$ cat src/hdl/bmr_consts.svh
`ifndef BMR_CONSTS_SVH
`define BMR_CONSTS_SVH

// ****************************************
// Clock and timing
// ****************************************
`define BMR_CLK_PERIOD_NS 8
`define BMR_FIRST_BIT_NS 500
`define BMR_FIRST_BIT_CYC ((`BMR_FIRST_BIT_NS) / (`BMR_CLK_PERIOD_NS))
`define BMR_TTAG_TICK_NS 1000
`define BMR_TTAG_TICK_CYC ((`BMR_TTAG_TICK_NS) / (`BMR_CLK_PERIOD_NS))

// ****************************************
// Register indexes (byte address is four times the index)
// ****************************************
`define BMR_IDX_CFG 6'h29
`define BMR_IDX_STS 6'h2A
`define BMR_IDX_MSK 6'h2B
`define BMR_IDX_TTAG 6'h3A

// ****************************************
// Configuration fields and reset values
// ****************************************
`define BMR_CFG_TTB_LSB 8
`define BMR_CFG_SRR_LSB 5
`define BMR_CFG_KEEP_BIT 4
`define BMR_CFG_ONE_BIT 0
`define BMR_CFG_RST 16'h0000
`define BMR_STS_RST 3'h0
`define BMR_MSK_RST 3'h0

// ****************************************
// Event and block status bits
// ****************************************
`define BMR_EV_MSG 0
`define BMR_EV_BAD 1
`define BMR_EV_SYNC 2
`define BMR_BSW_BAD 0
`define BMR_BSW_SYNC 1

`endif

$ cat src/hdl/bmr_pkg.sv
`default_nettype none

package bmr_pkg;
  // ****************************************
  // Modes and states
  // ****************************************
  typedef enum logic [1:0] {
    BMR_TP_LAST_OF_LAST = 2'h0,
    BMR_TP_FIRST_OF_FIRST = 2'h1,
    BMR_TP_LAST_OF_FIRST = 2'h2,
    BMR_TP_OFF = 2'h3
  } bmr_tagpt_t;

  typedef enum logic [1:0] {
    BMR_SC_CMD_WORD = 2'h0,
    BMR_SC_ANY_WORD = 2'h1,
    BMR_SC_CMD_FRAG = 2'h2,
    BMR_SC_ANY_FRAG = 2'h3
  } bmr_start_t;

  typedef enum logic [0:0] {
    BMR_ST_IDLE = 1'h0,
    BMR_ST_REC = 1'h1
  } bmr_fsm_t;

  // ****************************************
  // Carriers
  // ****************************************
  typedef struct packed {
    logic sync_det;
    logic sync_cmd;
    logic two_bits;
    logic last_mid;
    logic word_end;
    logic word_ok;
    logic parity_ok;
    logic [15:0] word;
    logic msg_end;
    logic timeout;
  } bmr_dec_t;

  typedef struct packed {
    logic start;
    logic sync_err;
    logic frag;
  } bmr_qual_t;

  typedef struct packed {
    logic word_vld;
    logic word_cmd;
    logic word_bad;
    logic [15:0] word;
    logic msg_vld;
    logic [15:0] bsw;
    logic [15:0] ttag;
  } bmr_rec_t;

  typedef struct packed {
    logic [6:0] pre;
    logic [15:0] cnt;
  } bmr_ttag_state_t;

  typedef struct packed {
    bmr_fsm_t st;
    logic first;
    logic frag;
    logic fb_run;
    logic [6:0] fb_cnt;
    logic [15:0] cand1;
    logic [15:0] cand16;
    logic [15:0] tag;
    logic [15:0] bsw;
    bmr_rec_t rec;
    logic wait_req;
    logic [31:0] rdata;
    logic [15:0] cfg;
    logic [2:0] sts;
    logic [2:0] msk;
    logic irq;
  } bmr_top_state_t;
endpackage : bmr_pkg

`default_nettype wire

$ cat src/hdl/bmr_top.sv
// Notes on behaviour
// - Field bits 9-8 pick the time stamp point; 00 means last bit of last word.
// - Every time stamp is taken at the middle of the chosen bit.
// - Code 01 stamps at the first bit, half a microsecond after the end of sync.
// - Code 10 stamps last bit of first word; last bit is before parity.
// - Code 11 turns stamping off; each record carries a zero time tag.
// - A record may open on a data word; it is then the first word.
// - Start code 00 opens only on a complete, valid, odd parity command word.
// - Start code 01 opens on any complete valid word of either sync type.
// - Codes 01 and 11 set sync error when the record opens on data sync.
// - Code 10 opens on command sync plus two bits; bad word flags invalid.
// - Code 11 opens on any sync plus two bits; bad Manchester flags invalid.
// - Keep bit clear: invalid word ends the message, word dropped, rearm start.
// - Keep bit set: invalid word is stored and the message continues.
// - All three fields live in the configuration register at index 0x29.
//
// Added by the designer: the placing of the registers and register access over Avalon-MM.
`include "bmr_consts.svh"
`default_nettype none

module bmr_top (
  input wire logic i_clock,
  input wire logic i_rst_b,
  input wire logic [7:0] i_avs_address,
  input wire logic i_avs_read,
  input wire logic i_avs_write,
  input wire logic [31:0] i_avs_writedata,
  input wire logic [3:0] i_avs_byteenable,
  output logic [31:0] o_avs_readdata,
  output logic o_avs_waitrequest,
  input wire bmr_pkg::bmr_dec_t i_dec,
  output bmr_pkg::bmr_rec_t o_rec,
  output logic o_irq
);
  import bmr_pkg::*;

  localparam int FB_CYC = `BMR_FIRST_BIT_CYC;

  // ****************************************
  // State and helpers
  // ****************************************
  bmr_top_state_t s;
  bmr_top_state_t n;
  bmr_qual_t qual;
  logic [15:0] ttag_count;
  bmr_tagpt_t tagpt;
  bmr_start_t start_code;
  logic keep;
  logic word_good;
  logic bad;
  logic store;
  logic first_now;
  logic abort;
  logic [2:0] ev;
  logic [5:0] reg_idx;
  logic addr_ok;
  logic [31:0] rd_mux;
  logic [15:0] cfg_wmask;

  // Configuration fields decoded from the live register
  assign tagpt = bmr_tagpt_t'(s.cfg[`BMR_CFG_TTB_LSB +: 2]);
  assign start_code = bmr_start_t'(s.cfg[`BMR_CFG_SRR_LSB +: 2]);
  assign keep = s.cfg[`BMR_CFG_KEEP_BIT];
  assign word_good = i_dec.word_ok && i_dec.parity_ok;

  // ****************************************
  // Submodules
  // ****************************************
  bmr_ttag i_bmr_ttag (
    .i_clock(i_clock),
    .i_rst_b(i_rst_b),
    .o_count(ttag_count)
  );

  bmr_start_qual i_bmr_start_qual (
    .i_code(start_code),
    .i_dec(i_dec),
    .o_qual(qual)
  );

  // ****************************************
  // Register bus decode
  // ****************************************
  assign reg_idx = i_avs_address[7:2];
  assign addr_ok = (i_avs_address[1:0] == 2'h0);
  assign cfg_wmask = {{8{i_avs_byteenable[1]}}, {8{i_avs_byteenable[0]}}};

  // Read data selection; unmapped addresses read zero
  always_comb begin
    rd_mux = 32'h0000_0000;
    if (addr_ok) begin
      unique case (reg_idx)
        `BMR_IDX_CFG: rd_mux = {16'h0000, s.cfg | 16'h0001};
        `BMR_IDX_STS: rd_mux = {29'h0000_0000, s.sts};
        `BMR_IDX_MSK: rd_mux = {29'h0000_0000, s.msk};
        `BMR_IDX_TTAG: rd_mux = {16'h0000, ttag_count};
        default: rd_mux = 32'h0000_0000;
      endcase
    end
  end

  // ****************************************
  // Next state
  // ****************************************
  always_comb begin
    n = s;
    n.rec.word_vld = 1'b0;
    n.rec.msg_vld = 1'b0;
    ev = 3'h0;
    bad = 1'b0;
    store = 1'b0;
    abort = 1'b0;
    first_now = s.first;

    // First-bit instant counted from the end of every sync
    if (i_dec.sync_det) begin
      n.fb_run = 1'b1;
      n.fb_cnt = 7'(`BMR_FIRST_BIT_CYC);
    end else if (s.fb_run) begin
      if (s.fb_cnt == 7'h01) begin
        n.fb_run = 1'b0;
        n.cand1 = ttag_count;
      end else begin
        n.fb_cnt = s.fb_cnt - 7'h01;
      end
    end

    // Mid-bit of the last data bit, ahead of the parity bit
    if (i_dec.last_mid) begin
      n.cand16 = ttag_count;
    end

    unique case (s.st)
      BMR_ST_IDLE: begin
        if (qual.start) begin
          n.st = BMR_ST_REC;
          n.first = 1'b1;
          n.frag = qual.frag;
          n.bsw = 16'h0000;
          first_now = 1'b1;
          if (qual.sync_err) begin
            n.bsw[`BMR_BSW_SYNC] = 1'b1;
            ev[`BMR_EV_SYNC] = 1'b1;
          end
          // A data word may open the record and counts as first word
          if (tagpt == BMR_TP_FIRST_OF_FIRST) begin
            n.tag = s.cand1;
          end else begin
            n.tag = s.cand16;
          end
          store = !qual.frag;
        end
      end
      BMR_ST_REC: begin
        if (i_dec.word_end) begin
          if (s.first && s.frag) begin
            // Fragment start: first word stored whatever its state
            if (start_code == BMR_SC_CMD_FRAG) begin
              bad = !(word_good && i_dec.sync_cmd);
            end else begin
              bad = !i_dec.word_ok;
            end
            store = 1'b1;
          end else begin
            bad = !word_good;
            store = !bad || keep;
            abort = bad && !keep;
          end
        end
      end
    endcase

    // Store a word into the record stream and move the tag point
    if (store) begin
      n.rec.word_vld = 1'b1;
      n.rec.word = i_dec.word;
      n.rec.word_cmd = i_dec.sync_cmd;
      n.rec.word_bad = bad;
      n.first = 1'b0;
      if (bad) begin
        n.bsw[`BMR_BSW_BAD] = 1'b1;
        ev[`BMR_EV_BAD] = 1'b1;
      end
      if (tagpt == BMR_TP_LAST_OF_LAST) begin
        n.tag = s.cand16;
      end else if (first_now && tagpt == BMR_TP_LAST_OF_FIRST) begin
        n.tag = s.cand16;
      end
    end

    // Close the message on completion, time-out or an unkept bad word
    if (s.st == BMR_ST_REC && (abort || i_dec.msg_end || i_dec.timeout)) begin
      n.st = BMR_ST_IDLE;
      n.rec.msg_vld = 1'b1;
      n.rec.bsw = n.bsw;
      if (abort) begin
        n.rec.bsw[`BMR_BSW_BAD] = 1'b1;
        ev[`BMR_EV_BAD] = 1'b1;
      end
      n.rec.ttag = (tagpt == BMR_TP_OFF) ? 16'h0000 : n.tag;
      ev[`BMR_EV_MSG] = 1'b1;
    end

    // Avalon handshake: one wait cycle, then the request is taken
    n.wait_req = 1'b1;
    if ((i_avs_read || i_avs_write) && s.wait_req) begin
      n.wait_req = 1'b0;
      n.rdata = rd_mux;
    end

    // Register writes take effect when waitrequest is seen low
    n.sts = s.sts | ev;
    if (i_avs_write && !s.wait_req && addr_ok) begin
      unique case (reg_idx)
        `BMR_IDX_CFG: begin
          n.cfg = (s.cfg & ~cfg_wmask) | (i_avs_writedata[15:0] & cfg_wmask);
          n.cfg[`BMR_CFG_ONE_BIT] = 1'b0;
        end
        `BMR_IDX_STS: begin
          if (i_avs_byteenable[0]) begin
            n.sts = (s.sts & ~i_avs_writedata[2:0]) | ev;
          end
        end
        `BMR_IDX_MSK: begin
          if (i_avs_byteenable[0]) begin
            n.msk = i_avs_writedata[2:0];
          end
        end
        default: begin
        end
      endcase
    end
    n.irq = |(n.sts & n.msk);
  end

  // ****************************************
  // State register
  // ****************************************
  always_ff @(posedge i_clock) begin
    if (!i_rst_b) begin
      s <= '0;
      s.st <= BMR_ST_IDLE;
      s.wait_req <= 1'b1;
      s.cfg <= `BMR_CFG_RST;
      s.sts <= `BMR_STS_RST;
      s.msk <= `BMR_MSK_RST;
    end else begin
      s <= n;
    end
  end

  // Outputs straight from the state register
  assign o_avs_readdata = s.rdata;
  assign o_avs_waitrequest = s.wait_req;
  assign o_rec = s.rec;
  assign o_irq = s.irq;
endmodule : bmr_top

`default_nettype wire

$ cat src/hdl/bmr_ttag.sv
`include "bmr_consts.svh"
`default_nettype none

module bmr_ttag (
  input wire logic i_clock,
  input wire logic i_rst_b,
  output logic [15:0] o_count
);
  import bmr_pkg::*;

  bmr_ttag_state_t s;
  bmr_ttag_state_t n;

  // Free-running count advancing once per microsecond
  always_comb begin
    n = s;
    if (s.pre == 7'(`BMR_TTAG_TICK_CYC - 1)) begin
      n.pre = 7'h00;
      n.cnt = s.cnt + 16'h0001;
    end else begin
      n.pre = s.pre + 7'h01;
    end
  end

  // State register
  always_ff @(posedge i_clock) begin
    if (!i_rst_b) begin
      s <= '0;
    end else begin
      s <= n;
    end
  end

  assign o_count = s.cnt;
endmodule : bmr_ttag

`default_nettype wire

$ cat src/hdl/bmr_start_qual.sv
`default_nettype none

module bmr_start_qual (
  input wire bmr_pkg::bmr_start_t i_code,
  input wire bmr_pkg::bmr_dec_t i_dec,
  output bmr_pkg::bmr_qual_t o_qual
);
  import bmr_pkg::*;

  // Decide whether the current bus event opens a new record
  always_comb begin
    o_qual = '0;
    unique case (i_code)
      BMR_SC_CMD_WORD: begin
        o_qual.start = i_dec.word_end && i_dec.sync_cmd && i_dec.word_ok
          && i_dec.parity_ok;
      end
      BMR_SC_ANY_WORD: begin
        o_qual.start = i_dec.word_end && i_dec.word_ok && i_dec.parity_ok;
        o_qual.sync_err = !i_dec.sync_cmd;
      end
      BMR_SC_CMD_FRAG: begin
        o_qual.start = i_dec.two_bits && i_dec.sync_cmd;
        o_qual.frag = 1'b1;
      end
      BMR_SC_ANY_FRAG: begin
        o_qual.start = i_dec.two_bits;
        o_qual.sync_err = !i_dec.sync_cmd;
        o_qual.frag = 1'b1;
      end
    endcase
  end
endmodule : bmr_start_qual

`default_nettype wire

$ cat config.mk
export PLATFORM = sky130hd
export DESIGN_NAME = bmr_top
export DESIGN_NICKNAME = d
export VERILOG_FILES = /design/src/hdl/bmr_pkg.sv /design/src/hdl/bmr_top.sv /design/src/hdl/bmr_ttag.sv /design/src/hdl/bmr_start_qual.sv
export VERILOG_INCLUDE_DIRS = /design/src /design/src/hdl
export SDC_FILE = /design/constraint.sdc
export NUM_CORES = 1
export LEC_CHECK = 0
export ABC_AREA = 1
export BUFFER_PORTS_ARGS = -buffer_cell sky130_fd_sc_hd__buf_2
export CAP_MARGIN = 25
export CORE_MARGIN = 1.5
export CORE_UTILIZATION = 35
export CTS_BUF_LIST = sky130_fd_sc_hd__clkbuf_8
export DETAILED_ROUTE_END_ITERATION = 16
export PLACE_DENSITY_LB_ADDON = 0.15
export SYNTH_ARGS = -nofsm -noshare
export SYNTH_HDL_FRONTEND = slang
export SYNTH_HIERARCHICAL = 1
export SYNTH_SLANG_ARGS = --single-unit
$ cat constraint.sdc
create_clock -name i_clock -period 1.7 [get_ports i_clock]
set_input_delay 0.17 -clock i_clock [delete_from_list [all_inputs] [get_ports i_clock]]
set_output_delay 0.17 -clock i_clock [all_outputs]
set_load 0.02 [all_outputs]
==> qor.txt, run 1 <==
status: complete, no violations
CTS sink count: 189
Worst Tran Pin Value: 561 ps
n_diodes: 0
TritonCTS clock tree: built
async set or reset register ratio after synthesis: 0%
DR iter-0 viols: 425
initial antenna violation count: 0
Max Freq: 603 MHz
P_int: 6.33 mW
Final min period: 1660 ps
Clock Skew: 22.4 ps
Skew-Pair Late Insertion Delay: 460 ps
register area share after synthesis: 43.3%
Reg power frac: 53.0%
Slowest-stage cell, CP: dlygate4sd3_1
gpl congestion: 0.769
DP Wirelength: 15.4 mm
final instance area: 0.0101 mm²
layout cell share with drive strength beyond 1: 19.4%
sw frac: 26.5%
row count: 57
Via Count: 7340
Sw Pwr: 2.28 mW
CP cell instances: dlygate4sd3_1 -> buf_2 -> inv_1 -> nand2_1 -> nand2_1 -> a21oi_2 -> inv_2 -> nor2_4 -> inv_2 -> o21ai_4 -> buf_12 -> clkbuf_16 -> nand3b_1 -> nand2_1 -> nor2_1
Core ar.: 0.0244 mm²
max-slew violation count: 0
pwr dens: 849 mW/mm²
Nets: 1372
largest net degree at the start of global routing: 45
die width: 161 µm
fin crit share: 97.5%
Total Power: 8.61 mW
setup violators final: 0
first drt pass iteration count: 5
clock network power share: 38.7%
Top Ports: 159
CP arrival: 2000 ps
Pleak: 4.55 nW
Max Fanout on Critical Path: 8
mapped cell area: 0.00874 mm²
clock buffer depth: 2
post-synth cell types: 43
Hold/Removal Path Class: input pin to flip-flop
vias in the first global route: 6847
Synth Warn #: 6
WP data required: 2040 ps
number of port buffers: 124
routed via count divided by cell count: 4.50
Max-cap violations: 0
drt wl/cell: 13.2 µm
worst hold slack: 60.0 ps
endpoint class of the critical path: flip-flop
synthesis-to-layout area growth: 15.9%
first-pass GRT wire length: 34.3 mm
Root Buffer: clkbuf_8
largest delay contributor family on the critical path: buffers and inverters
gr usage total: 16.4%
CTS H-Tree Depth: 4
Worst path max stage delay: 530 ps
Fin. Hold Viols: 0
Primary FF master, synth: dfxtp_1
combinational power share: 8.3%
DRC errors left: 0
Die Area: 0.0259 mm²
Syn Inst Count: 1205
Post-DP Area: 0.00915 mm²
Worst-path clk slew: 110 ps
maximum vdd drop: 578 µV
Overflow after GRT: 0
Die H: 161 µm
WL final: 21.5 mm
initial core utilization: 35.8%
#FFs+latches synth: 189
critical path type: input pin to flip-flop
most frequent CP cell: nand2_1
Routed Antenna Nets: 0
Post-synth EDFFs: 0
CP bufs+invs: 7
RSZ-0062 raised after global routing: true
Rel. slew slack: 62.4%
CTS Buf Count: 17
syn avg cell area: 7.26 µm²
Critical Path Source Type: input pin
## path summary, 6_finish.rpt
| path | end | slack [ps] | cells after the start | from |
|---|---|---|---|---|
| setup / recovery | s[136] | 40 | 15 | i_dec[23] |
| hold / removal | s[142] | 60 | 3 | i_dec[21] |
| setup reg to reg | s[136] | 50 | 13 | flip-flop |
| hold reg to reg | s[112] | 450 | 2 | s[112] |
## logic make-up after synthesis
kind of cell	after synthesis	synth area share (%)
adders and majority gates	5	0.716
xor gates and xnor gates	3	0.301
and+or+nand+nor	540	26.9
DFF	189	43.3
buffers and inverters	265	16.7
other	1	0.0429
AOI/OAI and AO/OA	202	12.0
## routing by layer
layer | routed length [µm] | track usage, % | vias up | part of all wire (%)
met4 | 267 | 3.96 | 0 | 1.2
met2 | 9820 | 26.6 | 138 | 46
met1 | 10700 | 22.4 | 3287 | 49
met5 | 0 | 0 | - | 0
li1 | - | - | 3899 | -
met3 | 793 | 3.31 | 16 | 3.7
## cell usage in the layout (no fill, tap or decap), types with 3 or more instances in the layout
master / Yosys / final
nand2_4: 3 / 3
inv_8: 0 / 7
o21ai_1: 12 / 13
clkinv_8: 0 / 3
nor2_1: 110 / 110
buf_2: 18 / 124
nand2_2: 8 / 9
nand3b_1: 6 / 6
conb_1: 1 / 16
nor2_4: 4 / 5
buf_12: 0 / 6
o21ai_0: 99 / 98
nor3_2: 4 / 4
a21oi_1: 76 / 76
bufinv_16: 0 / 3
nand2_1: 298 / 295
dlygate4sd3_1: 0 / 34
ha_1: 5 / 5
nor3_1: 8 / 8
nand4_1: 15 / 15
inv_2: 8 / 9
nand3_2: 2 / 6
dfxtp_1: 189 / 188
nor2_2: 9 / 8
o22ai_1: 5 / 5
o21a_1: 3 / 3
buf_4: 104 / 28
clkbuf_8: 0 / 17
inv_1: 111 / 109
nand3_1: 67 / 63
## worst min-delay path: cells and delay by family
kind | cells | cell delay [ps]
buf+inv | 2 | 190
compound gates | 1 | 130
## state kept, by name, summed over array words and instances, names as in the netlist, named ones only
register / flops
o_rec: 52
o_irq: 1
o_avs_readdata: 16
i_bmr_ttag/s: 7
s: 81
o_avs_waitrequest: 1
i_bmr_ttag/o_count: 16
## power by group through the flow
stage | sequential [mW] | clock (mW) | combinational [mW]
3_3_place_gp | 4.66 | 0 | 0.629
3_5_place_dp | 4.66 | 0 | 0.634
4_1_cts | 4.56 | 3.47 | 0.696
5_1_grt | 4.57 | 3.64 | 0.802
2_1_floorplan | 4.65 | 0 | 0.474
6_report | 4.56 | 3.33 | 0.713
## final cells by class
cell class	instances	area, µm²
clock buffer	17	234
clock inverter	15	220
fill	2654	14300
inverter	121	464
multi-input combinational	766	3620
sequential	189	3780
tap	324	405
timing repair buffer	197	1380
timing repair inverter	2	25.0
## what timing repair did
action,CTS,global route
hold buffers,34,0
gates resized for setup,0,28
gates cloned,0,4
endpoints found under the hold margin,37,0
setup endpoints to repair,1,51
buffers inserted,0,1
pin swaps,0,9
## Yosys cell counts (2+ instances only)
cell type,instances,area [µm²]
buf_2,18,90.1
nand4_1,15,93.8
nor2_2,9,56.3
inv_1,111,417
buf_6,7,78.8
nor3_1,8,40.0
nor2_1,110,413
o21ai_1,12,60.1
nand3b_1,6,45.0
nand3_2,2,20.0
clkbuf_1,13,48.8
o21a_1,3,22.5
a21oi_1,76,380
nand2_4,3,33.8
nor2_4,4,45.0
nor3_2,4,40.0
xor2_1,2,17.5
and3_2,2,15.0
buf_4,104,781
dfxtp_1,189,3780
nand3_1,67,335
inv_2,8,30.0
nand2_1,298,1120
o21ai_0,99,495
o21bai_1,2,15.0
o22ai_1,5,31.3
ha_1,5,62.6
nand2_2,8,50.1
## stage by stage
stage	utilization, %	std cells	setup TNS (ps)	worst slack [ps]
floorplan	-	1220	0	105
global placement	37.5	1560	0	19.1
detailed placement	37.5	1560	-3.39	-3.39
CTS	40.8	1626	-5.26	-5.26
global route	41.5	1631	-2940	-88.3
finish	41.5	1631	0	42.3
(Power assumes the default switching activity.)
==> inputs of run 2 (changes only) <==
CELL_PAD_IN_SITES_DETAIL_PLACEMENT = 1   (was default)
CELL_PAD_IN_SITES_GLOBAL_PLACEMENT = 1   (was default)
==> run 2 against run 1 <==
Setup slack worse by 17 ps. First-iteration DRC count down 27%. Routed wire length up 7.1%. Register-to-register slack worse by 20 ps. Design area up 1.1%. Fmax down 1.0%. Worst hold slack worse by 30 ps. Critical endpoint is now s[133]. Largest power group unchanged.
==> qor.txt, run 2 (synthesis gave the netlist of run 1 again) <==
CTS sink count: 189 (unchanged)
sw frac: 29.2% (+2.6 points)
max-slew violation count: 0 (unchanged)
routed via count divided by cell count: 4.60 (+2.1%)
clock network power share: 37.3% (-1.4 points)
Slowest-stage cell, CP: dfxtp_2
combinational power share: 8.9% (+0.6 points)
setup violators final: 0 (unchanged)
first-pass GRT wire length: 38.5 mm (+12%)
met2 Use GR: 29.7% (+3.2 points)
RSZ-0062 raised after global routing: true
Final min period: 1670 ps (+17.1 ps)
Core ar.: 0.0244 mm² (unchanged)
Reg with most FFs: s
WP depth: 14 (-1)
largest delay contributor family on the critical path: simple AND/OR/NAND/NOR gates
DR iter-0 viols: 310 (-27%)
row count: 57 (unchanged)
post-route insts no fill: 1645 (+0.86%)
Die H: 161 µm (unchanged)
met3 Use GR: 2.80% (-0.51 points)
multi-input logic area: 0.00368 mm² (+1.5%)
Max Freq: 597 MHz (-1.0%)
Via Count: 7559 (+3.0%)
Worst-path clk slew: 120 ps (about the same)
Overflow after GRT: 0 (unchanged)
P_int: 6.00 mW (-5.1%)
Pleak: 4.59 nW (+0.89%)
Sw Pwr: 2.47 mW (+8.2%)
CTS Buf Count: 17 (unchanged)
initial antenna violation count: 0 (unchanged)
n_diodes: 0 (unchanged)
CP cell instances: inv_2 -> nand2_1 -> nand2_1 -> a21oi_2 -> inv_2 -> nor2_4 -> inv_2 -> o21ai_2 -> buf_6 -> nand2_4 -> buf_8 -> nand2_1 -> nand2_1 -> nor2_1
Routed Antenna Nets: 0 (unchanged)
TritonCTS clock tree: built
post-place setup slack: 0.696 ps (+4.08 ps)
r2r worst-path depth: 14 (+1)
Max-cap violations: 0 (unchanged)
register area: 0.00378 mm² (unchanged)
DP Wirelength: 16.8 mm (+9.4%)
layout cell share with drive strength beyond 1: 21.4% (+2.0 points)
Nets: 1386 (+1.0%)
Die Area: 0.0259 mm² (unchanged)
Largest register FFs: 81 (unchanged)
die width: 161 µm (unchanged)
Worst Tran Pin Value: 521 ps (-40.4 ps)
largest net degree at the start of global routing: 34 (-24%)
pwr dens: 827 mW/mm² (-2.7%)
Root Buffer: clkbuf_8
Skew-Pair Late Insertion Delay: 490 ps (+30 ps)
Reg power frac: 53.9% (+0.9 points)
grt met1 use: 25.4% (+3.0 points)
WP data required: 2110 ps (+70 ps)
vias in the first global route: 7521 (+9.8%)
Worst Hold Depth: 3 (unchanged)
Fin. Hold Viols: 0 (unchanged)
Critical Path Source Type: flip-flop
CP arrival: 2090 ps (+90 ps)
Top Ports: 159 (unchanged)
Worst path max stage delay: 350 ps (-180 ps)
gr usage total: 18.4% (+2.0 points)
CP bufs+invs: 5 (-2)
synthesis-to-layout area growth: 17.2%
most common cell after layout, fill and taps aside: nand2_1
status: complete, no violations
clock buffer depth: 2 (unchanged)
most frequent CP cell: nand2_1
first drt pass iteration count: 4 (-1)
Hold/Removal Path Class: input pin to flip-flop
number of port buffers: 124 (unchanged)
R2R Setup Slk: 30 ps (-20 ps)
WL final: 23.1 mm (+7.1%)
commonest cells after routing, fill and taps aside: nand2_1, dfxtp_1, buf_2
endpoint class of the critical path: flip-flop
GRT busiest layer: met2
Max Fanout on Critical Path: 6 (-2)
final setup margin: 25.1 ps (-17.1 ps)
gpl congestion: 0.792 (+3.0%)
DP Cell Count: 1574 (+0.90%)
critical path type: flip-flop to flip-flop
Clock Skew: 19.6 ps (-2.86 ps)
worst hold slack: 30.3 ps (-29.7 ps)
initial core utilization: 35.8% (unchanged)
DRC errors left: 0 (unchanged)
fin crit share: 98.5% (+1.0 points)
maximum vdd drop: 400 µV (-31%)
Rel. slew slack: 65.1% (+2.7 points)
CTS H-Tree Depth: 4 (unchanged)
drt wl/cell: 14.0 µm (+6.2%)
Fill cells: 3160 (+19%)
run 2: cell types whose count changed in the layout (fill, tap and decap cells not counted), sizes merged:
cell      delta
buf         +15
clkinv       +4
bufinv       -3
clkbuf       -1
clkinvlp     -1
inv          -1
nor2         +1
run 2: through the flow:
stage | utilization, % | area, µm² | power [mW] | TNS, ps
6_report | 42.0 | 10200 | 8.47 | 0
5_1_grt | 42.0 | 10200 | 8.88 | -3100
4_1_cts | 41.2 | 10100 | 8.58 | 0
3_5_place_dp | 38.0 | 9260 | 5.33 | 0
3_3_place_gp | 38.0 | 9260 | 5.32 | 0
2_1_floorplan | - | 8800 | 5.12 | 0
run 2: final cells by class:
class,instances,share of cell area (%)
Sequential cell,189,36.9
Multi-Input combinational cell,767,35.9
Timing Repair Buffer,210,14.1
Inverter,121,4.56
Tap cell,324,3.96
Clock buffer,18,2.42
Clock inverter,14,1.86
Timing Repair inverter,2,0.244
run 2: timing repair:
item	in CTS	in global routing
setup buffers	1	1
endpoints found under the setup margin	14	53
cloned	0	3
pin swaps	0	7
endpoints found under the hold margin	39	0
hold buffers	34	0
gates resized for setup	3	45
run 2: final timing paths:
path / start / to
min: i_dec[21] / s[141]
max: flip-flop / s[133]
max reg2reg: flip-flop / s[133]
min reg2reg: s[115] / s[115]
run 2: per-layer routing:
metal | wire length [µm] | share of wire [%]
met1 | 11700 | 51
met2 | 10600 | 46
met3 | 630 | 2.7
met4 | 215 | 0.93
met5 | 0 | 0
run 2: power by group through the flow:
| stage | Sequential, mW | Combinational, mW | Clock (mW) |
|---|---|---|---|
| floorplan | 4.65 | 0.474 | 0 |
| global placement | 4.66 | 0.658 | 0 |
| detailed placement | 4.66 | 0.666 | 0 |
| CTS | 4.56 | 0.730 | 3.29 |
| global route | 4.58 | 0.852 | 3.46 |
| finish | 4.56 | 0.754 | 3.16 |
run 2: worst register-to-register path: cells and delay by family (launching register included):
kind	cells	cell delay, ps
buffers and inverters	5	460
AND/OR/NAND/NOR	7	520
AO/OA/AOI/OAI	2	260
flip-flops	1	350
